$ cat src/pkg/dlth_map.svh
// register offsets, field positions, reset values and timing counts of the
// dual line trigger handshake block; included by the package only
`ifndef DLTH_MAP_SVH
`define DLTH_MAP_SVH

// ==========================================================================
// clock and timing
`define DLTH_CLK_HZ        10000000
`define DLTH_FILTER_US     100
// least rejection width, rounded up to whole cycles
`define DLTH_FILTER_CYC    ((`DLTH_FILTER_US * `DLTH_CLK_HZ + 999999) / 1000000)
`define DLTH_TW            20

// ==========================================================================
// register byte offsets
`define DLTH_OFF_CTRL      8'h00
`define DLTH_OFF_FILTER    8'h04
`define DLTH_OFF_CAPTURE   8'h08
`define DLTH_OFF_PROCESS   8'h0C
`define DLTH_OFF_STB_POINT 8'h10
`define DLTH_OFF_STB_LEN   8'h14
`define DLTH_OFF_RESULT0   8'h18
`define DLTH_OFF_RESULT1   8'h1C
`define DLTH_OFF_STATUS    8'h20
`define DLTH_OFF_ERROR     8'h24
`define DLTH_OFF_COUNT     8'h28

// ==========================================================================
// control fields
`define DLTH_CTRL_LIVE     0
`define DLTH_CTRL_RANDOM   1
`define DLTH_CTRL_POLAR    2
`define DLTH_CTRL_FLOWOUT  3
`define DLTH_CTRL_RUNWIN   4
// result fields
`define DLTH_RES_PASS      8

// ==========================================================================
// reset values
`define DLTH_CTRL_RST      5'h0A
`define DLTH_CAPTURE_RST   20'h00FA0
`define DLTH_PROCESS_RST   20'h00FA0
`define DLTH_STB_POINT_RST 20'h007D0
`define DLTH_STB_LEN_RST   20'h007D0
`define DLTH_RESP_OKAY     2'h0
`define DLTH_RESP_SLVERR   2'h2

`endif

$ cat src/pkg/dlth_pkg.sv
// types shared by the trigger filter and the handshake top
// assumes dlth_map.svh is on the include path
`include "dlth_map.svh"

package dlth_pkg;

  // ========================================================================
  // per line sequencer states
  typedef enum logic [3:0] {
    DLTH_IDLE     = 4'b0001,
    DLTH_WAIT_CAP = 4'b0010,
    DLTH_CAPTURE  = 4'b0100,
    DLTH_PROCESS  = 4'b1000
  } dlth_lstate_type;

  typedef struct packed {
    dlth_lstate_type         state;
    logic [`DLTH_TW-1:0]     timer;
    logic [`DLTH_TW-1:0]     scnt;
    logic                    strobe;
    logic                    strobe_done;
    logic                    busy;
    logic                    ready;
    logic                    verdict;
    logic [7:0]              data;
    logic [15:0]             count;
  } dlth_line_type;

  typedef struct packed {
    logic [1:0]              sync;
    logic                    stable;
    logic [`DLTH_TW-1:0]     cnt;
    logic                    rise;
  } dlth_filt_type;

  typedef struct packed {
    dlth_line_type [1:0]     line;
    logic [4:0]              ctrl;
    logic [`DLTH_TW-1:0]     filt_len;
    logic [`DLTH_TW-1:0]     cap_len;
    logic [`DLTH_TW-1:0]     proc_len;
    logic [`DLTH_TW-1:0]     stb_point;
    logic [`DLTH_TW-1:0]     stb_len;
    logic [1:0][8:0]         res;
    logic                    err;
    logic                    working1;
    logic                    awready;
    logic                    aw_hold;
    logic [7:0]              awaddr;
    logic                    wready;
    logic                    w_hold;
    logic [31:0]             wdata;
    logic [3:0]              wstrb;
    logic                    bvalid;
    logic [1:0]              bresp;
    logic                    arready;
    logic                    rvalid;
    logic [31:0]             rdata;
    logic [1:0]              rresp;
  } dlth_top_type;

endpackage : dlth_pkg

$ cat src/verilog/dlth_trig_filter.sv
// trigger pin synchroniser, noise filter and rising edge detector
// assumes trig_pin is asynchronous and filt_len comes from the clk domain
module dlth_trig_filter
  import dlth_pkg::*;
(
  input  wire logic                clk,
  input  wire logic                srst,
  input  wire logic                trig_pin,
  input  wire logic [`DLTH_TW-1:0] filt_len,
  output logic                     trig_rise
);

  dlth_filt_type r_reg;
  dlth_filt_type r_next;

  // ========================================================================
  // filter
  always_comb begin
    r_next = r_reg;
    r_next.sync = {r_reg.sync[0], trig_pin};
    r_next.rise = 1'b0;
    // level must stay changed for filt_len cycles before it counts
    if (r_reg.sync[1] != r_reg.stable) begin
      if (`DLTH_TW'(r_reg.cnt + `DLTH_TW'(1)) >= filt_len) begin
        r_next.stable = r_reg.sync[1];
        r_next.cnt    = '0;
        r_next.rise   = r_reg.sync[1];
      end else begin
        r_next.cnt = `DLTH_TW'(r_reg.cnt + `DLTH_TW'(1));
      end
    end else begin
      r_next.cnt = '0;
    end
    if (srst) begin
      r_next = '0;
    end
  end

  always_ff @(posedge clk) begin
    r_reg <= r_next;
  end

  assign trig_rise = r_reg.rise;

endmodule : dlth_trig_filter

$ cat src/verilog/dlth_top.sv
// dual line trigger handshake: two measurement lines with ready, busy,
// verdict, result bits and strobe pins, configured over AXI4-Lite
// assumes the trigger pins are asynchronous and the bus runs on clk
module dlth_top
  import dlth_pkg::*;
(
  input  wire logic        clk,
  input  wire logic        srst,
  input  wire logic [7:0]  s_axi_awaddr,
  input  wire logic        s_axi_awvalid,
  output logic             s_axi_awready,
  input  wire logic [31:0] s_axi_wdata,
  input  wire logic [3:0]  s_axi_wstrb,
  input  wire logic        s_axi_wvalid,
  output logic             s_axi_wready,
  output logic [1:0]       s_axi_bresp,
  output logic             s_axi_bvalid,
  input  wire logic        s_axi_bready,
  input  wire logic [7:0]  s_axi_araddr,
  input  wire logic        s_axi_arvalid,
  output logic             s_axi_arready,
  output logic [31:0]      s_axi_rdata,
  output logic [1:0]       s_axi_rresp,
  output logic             s_axi_rvalid,
  input  wire logic        s_axi_rready,
  input  wire logic        line0_trigger_in,
  input  wire logic        line1_trigger_in,
  output logic             line0_accept_flag,
  output logic             line1_accept_flag,
  output logic             line0_working_flag,
  output logic             line1_working_flag,
  output logic             line0_overall_verdict,
  output logic             line1_overall_verdict,
  output logic [7:0]       line0_result_bits,
  output logic [7:0]       line1_result_bits,
  output logic             line0_result_strobe,
  output logic             line1_result_strobe,
  output logic             trigger_error
);

  dlth_top_type r_reg;
  dlth_top_type r_next;
  logic [1:0]   trig_pins;
  logic [1:0]   trig_rise;

  // ========================================================================
  // trigger filters
  assign trig_pins = {line1_trigger_in, line0_trigger_in};

  genvar g;
  generate
    for (g = 0; g < 2; g++) begin : g_filt
      dlth_trig_filter u_filt (
        .clk       (clk),
        .srst      (srst),
        .trig_pin  (trig_pins[g]),
        .filt_len  (r_reg.filt_len),
        .trig_rise (trig_rise[g])
      );
    end
  endgenerate

  // ========================================================================
  // helpers
  function automatic dlth_top_type dlth_reset_state();
    dlth_top_type s;
    s           = '0;
    s.line[0].state = DLTH_IDLE;
    s.line[1].state = DLTH_IDLE;
    s.ctrl      = `DLTH_CTRL_RST;
    s.filt_len  = `DLTH_TW'(`DLTH_FILTER_CYC);
    s.cap_len   = `DLTH_CAPTURE_RST;
    s.proc_len  = `DLTH_PROCESS_RST;
    s.stb_point = `DLTH_STB_POINT_RST;
    s.stb_len   = `DLTH_STB_LEN_RST;
    return s;
  endfunction : dlth_reset_state

  function automatic logic dlth_mapped(input logic [7:0] a);
    return (a == `DLTH_OFF_CTRL)    || (a == `DLTH_OFF_FILTER)    ||
           (a == `DLTH_OFF_CAPTURE) || (a == `DLTH_OFF_PROCESS)   ||
           (a == `DLTH_OFF_STB_POINT) || (a == `DLTH_OFF_STB_LEN) ||
           (a == `DLTH_OFF_RESULT0) || (a == `DLTH_OFF_RESULT1)   ||
           (a == `DLTH_OFF_STATUS)  || (a == `DLTH_OFF_ERROR)     ||
           (a == `DLTH_OFF_COUNT);
  endfunction : dlth_mapped

  function automatic logic [31:0] dlth_rdmux(input dlth_top_type s, input logic [7:0] a);
    logic [31:0] v;
    v = 32'h0000_0000;
    case (a)
      `DLTH_OFF_CTRL:      v = {27'h0, s.ctrl};
      `DLTH_OFF_FILTER:    v = {12'h000, s.filt_len};
      `DLTH_OFF_CAPTURE:   v = {12'h000, s.cap_len};
      `DLTH_OFF_PROCESS:   v = {12'h000, s.proc_len};
      `DLTH_OFF_STB_POINT: v = {12'h000, s.stb_point};
      `DLTH_OFF_STB_LEN:   v = {12'h000, s.stb_len};
      `DLTH_OFF_RESULT0:   v = {23'h0, s.res[0]};
      `DLTH_OFF_RESULT1:   v = {23'h0, s.res[1]};
      `DLTH_OFF_STATUS:    v = {24'h0, s.line[1].strobe, s.line[0].strobe,
                                s.line[1].busy, s.line[0].busy,
                                s.line[1].ready, s.line[0].ready,
                                s.working1, s.err};
      `DLTH_OFF_ERROR:     v = {31'h0, s.err};
      `DLTH_OFF_COUNT:     v = {s.line[1].count, s.line[0].count};
      default:             v = 32'h0000_0000;
    endcase
    return v;
  endfunction : dlth_rdmux

  function automatic logic [31:0] dlth_wmerge(input logic [31:0] old,
                                              input logic [31:0] din,
                                              input logic [3:0]  strb);
    logic [31:0] v;
    v = old;
    for (int b = 0; b < 4; b++) begin
      if (strb[b]) begin
        v[b*8 +: 8] = din[b*8 +: 8];
      end
    end
    return v;
  endfunction : dlth_wmerge

  // ========================================================================
  // next state
  always_comb begin
    logic        cap_taken;
    logic        start_stb;
    logic        live;
    logic [31:0] wv;
    cap_taken = 1'b0;
    start_stb = 1'b0;
    live      = r_reg.ctrl[`DLTH_CTRL_LIVE];
    wv        = 32'h0000_0000;
    r_next    = r_reg;

    // ---- register bus, write side; address and data taken in either order
    if (s_axi_awvalid && r_reg.awready) begin
      r_next.aw_hold = 1'b1;
      r_next.awaddr  = s_axi_awaddr;
    end
    if (s_axi_wvalid && r_reg.wready) begin
      r_next.w_hold = 1'b1;
      r_next.wdata  = s_axi_wdata;
      r_next.wstrb  = s_axi_wstrb;
    end
    if (r_reg.bvalid && s_axi_bready) begin
      r_next.bvalid = 1'b0;
    end
    if (r_reg.aw_hold && r_reg.w_hold && !r_reg.bvalid) begin
      r_next.aw_hold = 1'b0;
      r_next.w_hold  = 1'b0;
      r_next.bvalid  = 1'b1;
      r_next.bresp   = dlth_mapped(r_reg.awaddr) ? `DLTH_RESP_OKAY : `DLTH_RESP_SLVERR;
      wv = dlth_wmerge(dlth_rdmux(r_reg, r_reg.awaddr), r_reg.wdata, r_reg.wstrb);
      case (r_reg.awaddr)
        `DLTH_OFF_CTRL:      r_next.ctrl      = wv[4:0];
        `DLTH_OFF_FILTER:    r_next.filt_len  = wv[`DLTH_TW-1:0];
        `DLTH_OFF_CAPTURE:   r_next.cap_len   = wv[`DLTH_TW-1:0];
        `DLTH_OFF_PROCESS:   r_next.proc_len  = wv[`DLTH_TW-1:0];
        `DLTH_OFF_STB_POINT: r_next.stb_point = wv[`DLTH_TW-1:0];
        `DLTH_OFF_STB_LEN:   r_next.stb_len   = wv[`DLTH_TW-1:0];
        `DLTH_OFF_RESULT0:   r_next.res[0]    = wv[8:0];
        `DLTH_OFF_RESULT1:   r_next.res[1]    = wv[8:0];
        // write one to clear; a same cycle trigger error still sets below
        `DLTH_OFF_ERROR: begin
          if (r_reg.wstrb[0] && r_reg.wdata[0]) begin
            r_next.err = 1'b0;
          end
        end
        default: begin
        end
      endcase
    end
    r_next.awready = !r_next.aw_hold && !r_next.bvalid;
    r_next.wready  = !r_next.w_hold && !r_next.bvalid;

    // ---- register bus, read side
    if (r_reg.rvalid && s_axi_rready) begin
      r_next.rvalid = 1'b0;
    end
    if (s_axi_arvalid && r_reg.arready) begin
      r_next.rvalid = 1'b1;
      r_next.rdata  = dlth_rdmux(r_reg, s_axi_araddr);
      r_next.rresp  = dlth_mapped(s_axi_araddr) ? `DLTH_RESP_OKAY : `DLTH_RESP_SLVERR;
    end
    r_next.arready = !r_next.rvalid;

    // ---- measurement lines; the camera is one shared resource
    for (int i = 0; i < 2; i++) begin
      if (r_reg.line[i].state == DLTH_CAPTURE) begin
        cap_taken = 1'b1;
      end
    end
    for (int i = 0; i < 2; i++) begin
      start_stb = 1'b0;
      if (trig_rise[i] && r_reg.line[i].state != DLTH_IDLE) begin
        r_next.err = 1'b1;
      end
      unique case (r_reg.line[i].state)
        DLTH_IDLE: begin
          if (trig_rise[i]) begin
            r_next.line[i].state       = DLTH_WAIT_CAP;
            r_next.line[i].strobe_done = 1'b0;
            r_next.line[i].count       = 16'(r_reg.line[i].count + 16'h0001);
          end
        end
        DLTH_WAIT_CAP: begin
          // line 0 wins a tie, line 1 waits one capture
          if (!cap_taken) begin
            cap_taken              = 1'b1;
            r_next.line[i].state   = DLTH_CAPTURE;
            r_next.line[i].timer   = '0;
          end
        end
        DLTH_CAPTURE: begin
          r_next.line[i].timer = `DLTH_TW'(r_reg.line[i].timer + `DLTH_TW'(1));
          if (r_next.line[i].timer >= r_reg.cap_len) begin
            r_next.line[i].state = DLTH_PROCESS;
            r_next.line[i].timer = '0;
          end
        end
        DLTH_PROCESS: begin
          r_next.line[i].timer = `DLTH_TW'(r_reg.line[i].timer + `DLTH_TW'(1));
          // output step may fall inside processing
          if (r_reg.line[i].timer >= r_reg.stb_point) begin
            start_stb = 1'b1;
          end
          if (r_next.line[i].timer >= r_reg.proc_len) begin
            r_next.line[i].state   = DLTH_IDLE;
            start_stb              = 1'b1;
            // verdict set as busy falls; polarity select
            r_next.line[i].verdict = r_reg.res[i][`DLTH_RES_PASS] ^
                                     r_reg.ctrl[`DLTH_CTRL_POLAR];
          end
        end
      endcase

      // ---- result strobe
      if (r_reg.line[i].strobe) begin
        r_next.line[i].scnt = `DLTH_TW'(r_reg.line[i].scnt + `DLTH_TW'(1));
        if (r_next.line[i].scnt >= r_reg.stb_len) begin
          r_next.line[i].strobe = 1'b0;
        end
      end
      // strobe only with an output step, once per measurement
      if (start_stb && r_reg.ctrl[`DLTH_CTRL_FLOWOUT] && !r_reg.line[i].strobe_done) begin
        // strobe held for the programmed length
        r_next.line[i].strobe      = 1'b1;
        r_next.line[i].strobe_done = 1'b1;
        r_next.line[i].scnt        = '0;
        r_next.line[i].data        = r_reg.res[i][7:0];
      end

      r_next.line[i].busy  = r_next.line[i].state != DLTH_IDLE;
      // accept when idle; live view forces low
      r_next.line[i].ready = (r_next.line[i].state == DLTH_IDLE) && !live;
    end

    // line 1 pin carries run window outside random mode
    // random mode shows line 1 busy
    r_next.working1 = r_reg.ctrl[`DLTH_CTRL_RANDOM] ? r_next.line[1].busy
                                                    : r_reg.ctrl[`DLTH_CTRL_RUNWIN];

    if (srst) begin
      r_next = dlth_reset_state();
    end
  end

  always_ff @(posedge clk) begin
    r_reg <= r_next;
  end

  // ========================================================================
  // outputs, all straight from r_reg
  assign s_axi_awready         = r_reg.awready;
  assign s_axi_wready          = r_reg.wready;
  assign s_axi_bvalid          = r_reg.bvalid;
  assign s_axi_bresp           = r_reg.bresp;
  assign s_axi_arready         = r_reg.arready;
  assign s_axi_rvalid          = r_reg.rvalid;
  assign s_axi_rdata           = r_reg.rdata;
  assign s_axi_rresp           = r_reg.rresp;
  assign line0_accept_flag     = r_reg.line[0].ready;
  assign line1_accept_flag     = r_reg.line[1].ready;
  assign line0_working_flag    = r_reg.line[0].busy;
  assign line1_working_flag    = r_reg.working1;
  assign line0_overall_verdict = r_reg.line[0].verdict;
  assign line1_overall_verdict = r_reg.line[1].verdict;
  assign line0_result_bits     = r_reg.line[0].data;
  assign line1_result_bits     = r_reg.line[1].data;
  assign line0_result_strobe   = r_reg.line[0].strobe;
  assign line1_result_strobe   = r_reg.line[1].strobe;
  assign trigger_error         = r_reg.err;

endmodule : dlth_top

$ cat config.mk
export PLATFORM = sky130hd
export DESIGN_NAME = dlth_top
export DESIGN_NICKNAME = d
export VERILOG_FILES = /design/src/pkg/dlth_pkg.sv /design/src/verilog/dlth_trig_filter.sv /design/src/verilog/dlth_top.sv
export VERILOG_INCLUDE_DIRS = /design/src /design/src/pkg
export SDC_FILE = /design/constraint.sdc
export NUM_CORES = 1
export LEC_CHECK = 0
export BUFFER_PORTS_ARGS = -buffer_cell sky130_fd_sc_hd__clkbuf_2
export CAP_MARGIN = 20
export CORE_MARGIN = 3
export CORE_UTILIZATION = 44
export DETAILED_ROUTE_END_ITERATION = 16
export HOLD_SLACK_MARGIN = 0.08
export PLACE_DENSITY = 0.72
export SYNTH_ARGS = -nofsm -noshare
export SYNTH_HDL_FRONTEND = slang
export SYNTH_SLANG_ARGS = --single-unit
$ cat constraint.sdc
create_clock -name clk -period 6.2 [get_ports clk]
set_clock_uncertainty 0.2 [all_clocks]
set_input_delay 1.24 -clock clk [delete_from_list [all_inputs] [get_ports clk]]
set_output_delay 1.24 -clock clk [all_outputs]
set_load 0.1 [all_outputs]
### Yosys cells after proc, flatten, opt, wreduce, memory -nomap -nowiden

Index checks and enable logic that the tools add are counted.

| operators by class | value |
|---|---|
| magnitude comparators | 10 |
| muxes and demuxes | 52 |
| eq/ne operators | 38 |
| add/subtract/negate cells | 8 |
| reduce and logical (&&, ||, !) cells | 82 |
| bitwise gates (word level) | 6 |

Operators by type and width:

| kind | count |
|---|---|
| one-hot mux 32 bit (11 select lines) | 1 |
| greater-or-equal comparator 20 bit | 10 |
| one-hot mux 20 bit (7 select lines) | 1 |
| adder 20 x 1 -> 20 bit (second input constant) | 6 |
| one-hot mux 20 bit (3 select lines) | 2 |
| two-way mux 24 bit | 4 |
| == test 8 x 5 -> 1 bit (second input constant) | 8 |
| == test 8 x 6 -> 1 bit (second input constant) | 6 |
| two-way mux 37 bit | 1 |
| AND reduction 2 bit | 18 |
| two-way mux 35 bit | 1 |
| adder 16 x 1 -> 16 bit (second input constant) | 2 |
| == test 8 x 4 -> 1 bit (second input constant) | 4 |
| one-hot mux 4 bit (4 select lines) | 2 |
| two-way mux 1 bit | 27 |
| logical OR 1 bit | 20 |
| two-way mux 4 bit | 5 |
| logical AND 1 bit | 18 |
| == test 4 x 1 -> 1 bit (second input constant) | 4 |
| == test 8 x 3 -> 1 bit (second input constant) | 2 |
| logical NOT 8 bit | 2 |
| two-way mux 8 bit | 2 |
| inequality test 4 x 1 -> 1 bit (second input constant) | 4 |
| nonzero test 3 bit | 5 |
| 15 further kinds | 41 |

| storage, ports and cells | value |
|---|---|
| input bits | 61 |
| output and inout port bits | 66 |
| flip-flop bits (word level) | 406 |

### Logic depth before layout (Yosys ltp)

| logic depth | value |
|---|---|
| word-level depth | 15 |
| depth in mapped cells | 16 |
| mapped depth without buffers | 15 |

### Cells and area by module

From an unflattened synthesis, not the netlist that was laid out.

| second synthesis, totals | value |
|---|---|
| cells, all modules | 2948 |
| area, all modules | 23948.0 um^2 |

By module, submodules not included:

| module | cells each | sequential area each (um^2) | times used | area an instance (um^2) |
|---|---|---|---|---|
| dlth_top | 2607 | 6866.6 | 1 | 20887.5 |
| dlth_trig_filter (g_filt[1].u_filt) | 169 | 480.5 | 1 | 1546.5 |
| dlth_trig_filter (g_filt[0].u_filt) | 172 | 480.5 | 1 | 1514.0 |

### Worst setup path before layout

OpenSTA, ideal clock, no wires.

| timing path | value |
|---|---|
| path kind | flip-flop to flip-flop |
| start point | register r_reg[334] in the netlist's numbering |
| end point | register r_reg (netlist bit line1_result_bits[0]) |
| stages on the path, launching flop included | 16 |
| data arrival time | 3.516 ns |
| path buffers | 1 |
| path slack | 2.356 ns |
| required time | 5.872 ns |
| period minus slack after synthesis | 3.844 ns |
| cell sequence | dfxtp_1 -> ha_1 -> nand3_1 -> nor2_1 -> and3_1 -> nand3_1 -> and2_1 -> or2_2 -> ha_1 -> nand4_1 -> or4_1 -> o211ai_2 -> o311a_1 -> buf_4 -> mux2i_1 -> nor2_1 |

| on the way | value |
|---|---|
| longest elaborated chain between the ends | 6 |
| elaborated cells between the ends (all ways) | 8 |

Ends and longest elaborated chain:

| item | line | RTL |
|---|---|---|
| start: declaration | dlth_top.sv:41 | `dlth_top_type r_reg;` |
| start signal: assignment | dlth_top.sv:271 | `r_reg <= r_next;` |
| adder 20 x 1 -> 20 bit or greater-or-equal comparator 20 bit (tied branches) | dlth_top.sv:224, dlth_top.sv:226 |  |
| greater-or-equal comparator 20 bit or two-way mux 1 bit (tied branches) | dlth_top.sv:229, dlth_top.sv:226 |  |
| two-way mux 1 bit (*) | dlth_top.sv:229 | `if (r_next.line[i].timer >= r_reg.proc_len) begin` |
| two-way mux 1 bit (*) | dlth_top.sv:200 | `unique case (r_reg.line[i].state)` |
| logical AND 1 bit (*) (2 in a row) | dlth_top.sv:247 | `` if (start_stb && r_reg.ctrl[`DLTH_CTRL_FLOWOUT] && !r_reg.line[i].strobe_done) begin `` |

Mark *: on every way between the ends. The rest lies on a longest branch, timed or not.
A chain may end at the register's enable or synchronous reset.

### Final worst setup path

| timing path | value |
|---|---|
| start point | register r_reg[334] in the netlist's numbering |
| end point | register r_reg[322] in the netlist's numbering |

| on the way | value |
|---|---|
| longest elaborated chain between the ends | 7 |
| elaborated cells between the ends (all ways) | 9 |

Ends and longest elaborated chain:

| item | line |
|---|---|
| adder 20 x 1 -> 20 bit or greater-or-equal comparator 20 bit (tied branches) | dlth_top.sv:224, dlth_top.sv:226 |
| greater-or-equal comparator 20 bit or two-way mux 1 bit (tied branches) | dlth_top.sv:229, dlth_top.sv:226 |
| two-way mux 1 bit (*) | dlth_top.sv:229 |
| two-way mux 1 bit (*) | dlth_top.sv:200 |
| logical AND 1 bit (*) (2 in a row) | dlth_top.sv:247 |
| OR reduction 2 bit (no source line) (*) | - |

Marks and branches as above.

==> impl_results.md <==
* Logic pwr share at under 10%
* Status: complete, no violations
* # port buffers at roughly 110
* R2R cell count at 14
* Total CTS buffers at 44
* Post-CTS Resized at 0
* Crit path capture type: flop
* WL/cell at about 20 µm
* Longest Clk Path Bufs at 3
* Gr usage total at 24.23%
* Setup Fix Bufs, Post-CTS at 0
* Root buf cell: clkbuf_16
* Final hold vios at 0
* Final ANT Viol Nets at 0
* Router iterations before antenna repair at 7
* Sw Pwr at 1.347 mW
* Grt ovf at 0
* Final wirelength at approximately 70,000 µm
* CTS tree: yes
* Rows at 84
* Setup violations, final at 0
* Crit path required time at 6.43 ns
* VDD IR max at around 0.18 mV
* Switch share at between 20% and 30%
* Final routed DRC violation total at 0
* Register share of total power at 46.1%
* PD cells at 216.1 nW/µm²
* Non-Filler Instances at between 3,000 and 4,000
* Total Nets Final at ~3,100
* Hold Crit Class: flop to flop
* DR vias at between 20,000 and 25,000
* Largest family of logic cells by synthesized area: simple AND/OR/NAND/NOR gates
* Tmin final at 5.005 ns
* Worst r2r src: r_reg[334]$_SDFFE_PP0P_
* Area share of fa/ha/maj cells after synthesis at 11.05%
* RSZ-0062 raised after global routing: false
* Highest net fanout along the worst path at 20
* Synth top cells by count: nand2_1 (432), dfxtp_1 (391), nor2_1 (246), a21oi_1 (230), ha_1 (208)
* HP Start: g_filt[1].u_filt.r_reg[22]$_SDFF_PP0_
* DP HPWL at just over 50,000 µm
* Most frequent cell after synthesis: nand2_1
* Initial drt markers at 1,984
* Total power at roughly 5.5 mW
* Core ar. at 52,760 µm²
* Final Max Tran Viols at 0
* Area leader, netlist: dfxtp_1
* Simple-gate share of the synthesized area at approximately 22%
* Clock tree sinks at about 390
* R2r setup slk at roughly 1.2 ns
* Top-Level Pins at 127
* FF-to-FF End: r_reg[322]$_SDFFE_PP0P_
* Leak at 10.80 nW
* Worst Hold Path Cells at 1
* Reg clk slew, reported paths at 0.06 ns
* Multiplexer share of the synthesized area at about 3.5%
* Power share of the clock group at between 40 and 50%
* Final design instance area without fill at roughly 26,000 µm²
* Slew HR at approximately 25%
* Post-CTS Hold Fix Bufs at 0
* Compound-Gate Fraction of Synth Area at between 15 and 20%
* Vias per cell at around 5.8
* Area growth syn-to-layout at 8.914%
* Yosys Warn Count at 0
* Chip height at around 240 µm
* Ys async rst share at 0%
* Max_cap viols at 0
* Library cells used by synthesis at between 90 and 100
* Internal power at about 4.2 mW
* Synth top area share at about a third
* Post-Place Cells at roughly 3,500
* Seq/Total Area, Yosys at roughly a third
* Setup Total Neg Slack at 0 ns
* Mapped Cells at approximately 2,900
* Vias in the first global route at 18,921
* CTS H-tree lvls at 2
* Worst Hold Path EP: g_filt[1].u_filt.r_reg[23]$_SDFF_PP0_
* Worst setup path class: flop to flop
* Die area at between 50,000 and 60,000 µm²
* Initial antenna violation count at 2
* XOR/XNOR Fraction of Synth Area at 6.136%
* Post-Syn Area per Cell at slightly above 8 µm²
* Max FFs per register at 279
* Top cells by area, synth: dfxtp_1 (33%), ha_1 (11%), nand2_1 (6.9%), a21oi_1 (4.9%), nor2_1 (3.9%)
* Die W at around 240 µm
* Flops & latches, synth at about 390
* Achievable Freq at around 200 MHz
* GPL Wtd Cong at a little over 1
* Crit share post-route at between 80% and 90%
* Starting Density at between 40 and 50%
* Latest clock arrival within the worst-skew pair at slightly below 0.6 ns
* Most used flip-flop cell after synthesis: dfxtp_1
* Fill count at between 5,000 and 6,000
* Post-synthesis cell area at roughly 24,000 µm²
* Share of post-route cells with drive strength above 1 at a little over a tenth
* Largest net degree at the start of global routing at roughly 150
* Placed cell area at about 24,000 µm²
* First-pass GRT wire length at roughly 110,000 µm
* Core Util, Final at between 40% and 50%
* Crit start category: flop
* WP data arrival at 5.24 ns
* Tightest Pin Transition at between 1 and 1.5 ns
* Post-synth EDFFs at 0
## cell type report
cell class	count	area (µm²)	share of cell area (%)
Timing Repair Buffer	134	777.0	3.029
Antenna cell	1	2.502	0.009755
Clock inverter	16	153.9	0.5999
Multi-Input combinational cell	2168	14250	55.55
Inverter	116	435.4	1.697
Clock buffer	63	1345	5.243
Sequential cell	391	7828	30.51
Tap cell	688	860.8	3.356
## worst max path at each step
stage	from	to	slack, ns	depth (start not counted)
2_1_floorplan	r_reg[334]$_SDFFE_PP0P_	line1_result_bits[0]$_SDFFE_PP0P_	2.36	15
3_3_place_gp	r_reg[334]$_SDFFE_PP0P_	r_reg[332]$_SDFFE_PP0P_	1.28	14
3_5_place_dp	r_reg[334]$_SDFFE_PP0P_	r_reg[333]$_SDFFE_PP0P_	1.21	14
4_1_cts	r_reg[334]$_SDFFE_PP0P_	r_reg[322]$_SDFFE_PP0P_	1.22	14
5_1_grt	r_reg[334]$_SDFFE_PP0P_	r_reg[314]$_SDFFE_PP0P_	0.84	14
6_report	r_reg[334]$_SDFFE_PP0P_	r_reg[322]$_SDFFE_PP0P_	1.20	14
## stage by stage
| stage | setup slack, ns | hold WS (ns) |
|---|---|---|
| 3_3_place_gp | 1.285 | 0.2216 |
| 6_report | 1.195 | 0.2381 |
| 4_1_cts | 1.220 | 0.2416 |
| 5_1_grt | 0.8402 | 0.2664 |
| 3_5_place_dp | 1.212 | 0.2283 |
| 2_1_floorplan | 2.356 | 0.2138 |
## critical path, stage by stage, from the launching register on
cell and delay (ns):
dfxtp_1 0.49, ha_1 0.24, nand3_1 0.14, nor2_1 0.32, and3_1 0.27, nand3_1 0.12
and2_1 0.19, or2_2 0.33, ha_1 0.31, nand4_1 0.17, or4_1 0.57, o211ai_2 0.34
o311a_1 0.41, or2_1 0.65, nor2_1 0.11
## power groups by stage
stage	combinational (mW)	clock, mW	sequential (mW)
finish	0.299	2.69	2.55
CTS	0.287	2.73	2.55
global placement	0.286	0	2.61
global route	0.315	2.83	2.56
floorplan	0.189	0	2.62
detailed placement	0.286	0	2.61
## layout by cell type, fill, tap and decap left out, types with 46 or more instances in the layout
cell type  Yosys  routed
a21oi_1      230     230
a22oi_1       86      86
and3_1        46      46
clkbuf_16      0      46
clkbuf_2       0     110
dfxtp_1      391     391
ha_1         208     208
inv_1        115     114
mux2i_1       48      48
nand2_1      432     432
nand3_1      101     101
nor2_1       246     246
nor2b_1       46      46
o21ai_0       64      64
xnor2_1       70      70
xor2_1        95      95
## layer usage
layer | wire (µm) | global-route usage [%] | vias to the layer above
li1 | - | - | 10039
met2 | 29550 | 36.78 | 904
met3 | 7666 | 6.497 | 184
met4 | 2835 | 9.108 | 2
met5 | 13 | 0 | -
met1 | 30320 | 33.03 | 9514
## cell families after synthesis
logic type,Yosys count
flip-flops,391
AO/OA/AOI/OAI,627
multiplexers,76
adder cells (fa/ha/maj),208
AND/OR/NAND/NOR,1090
XOR/XNOR,165
buffers and inverters,318
other,1
(Power assumes the default switching activity.)
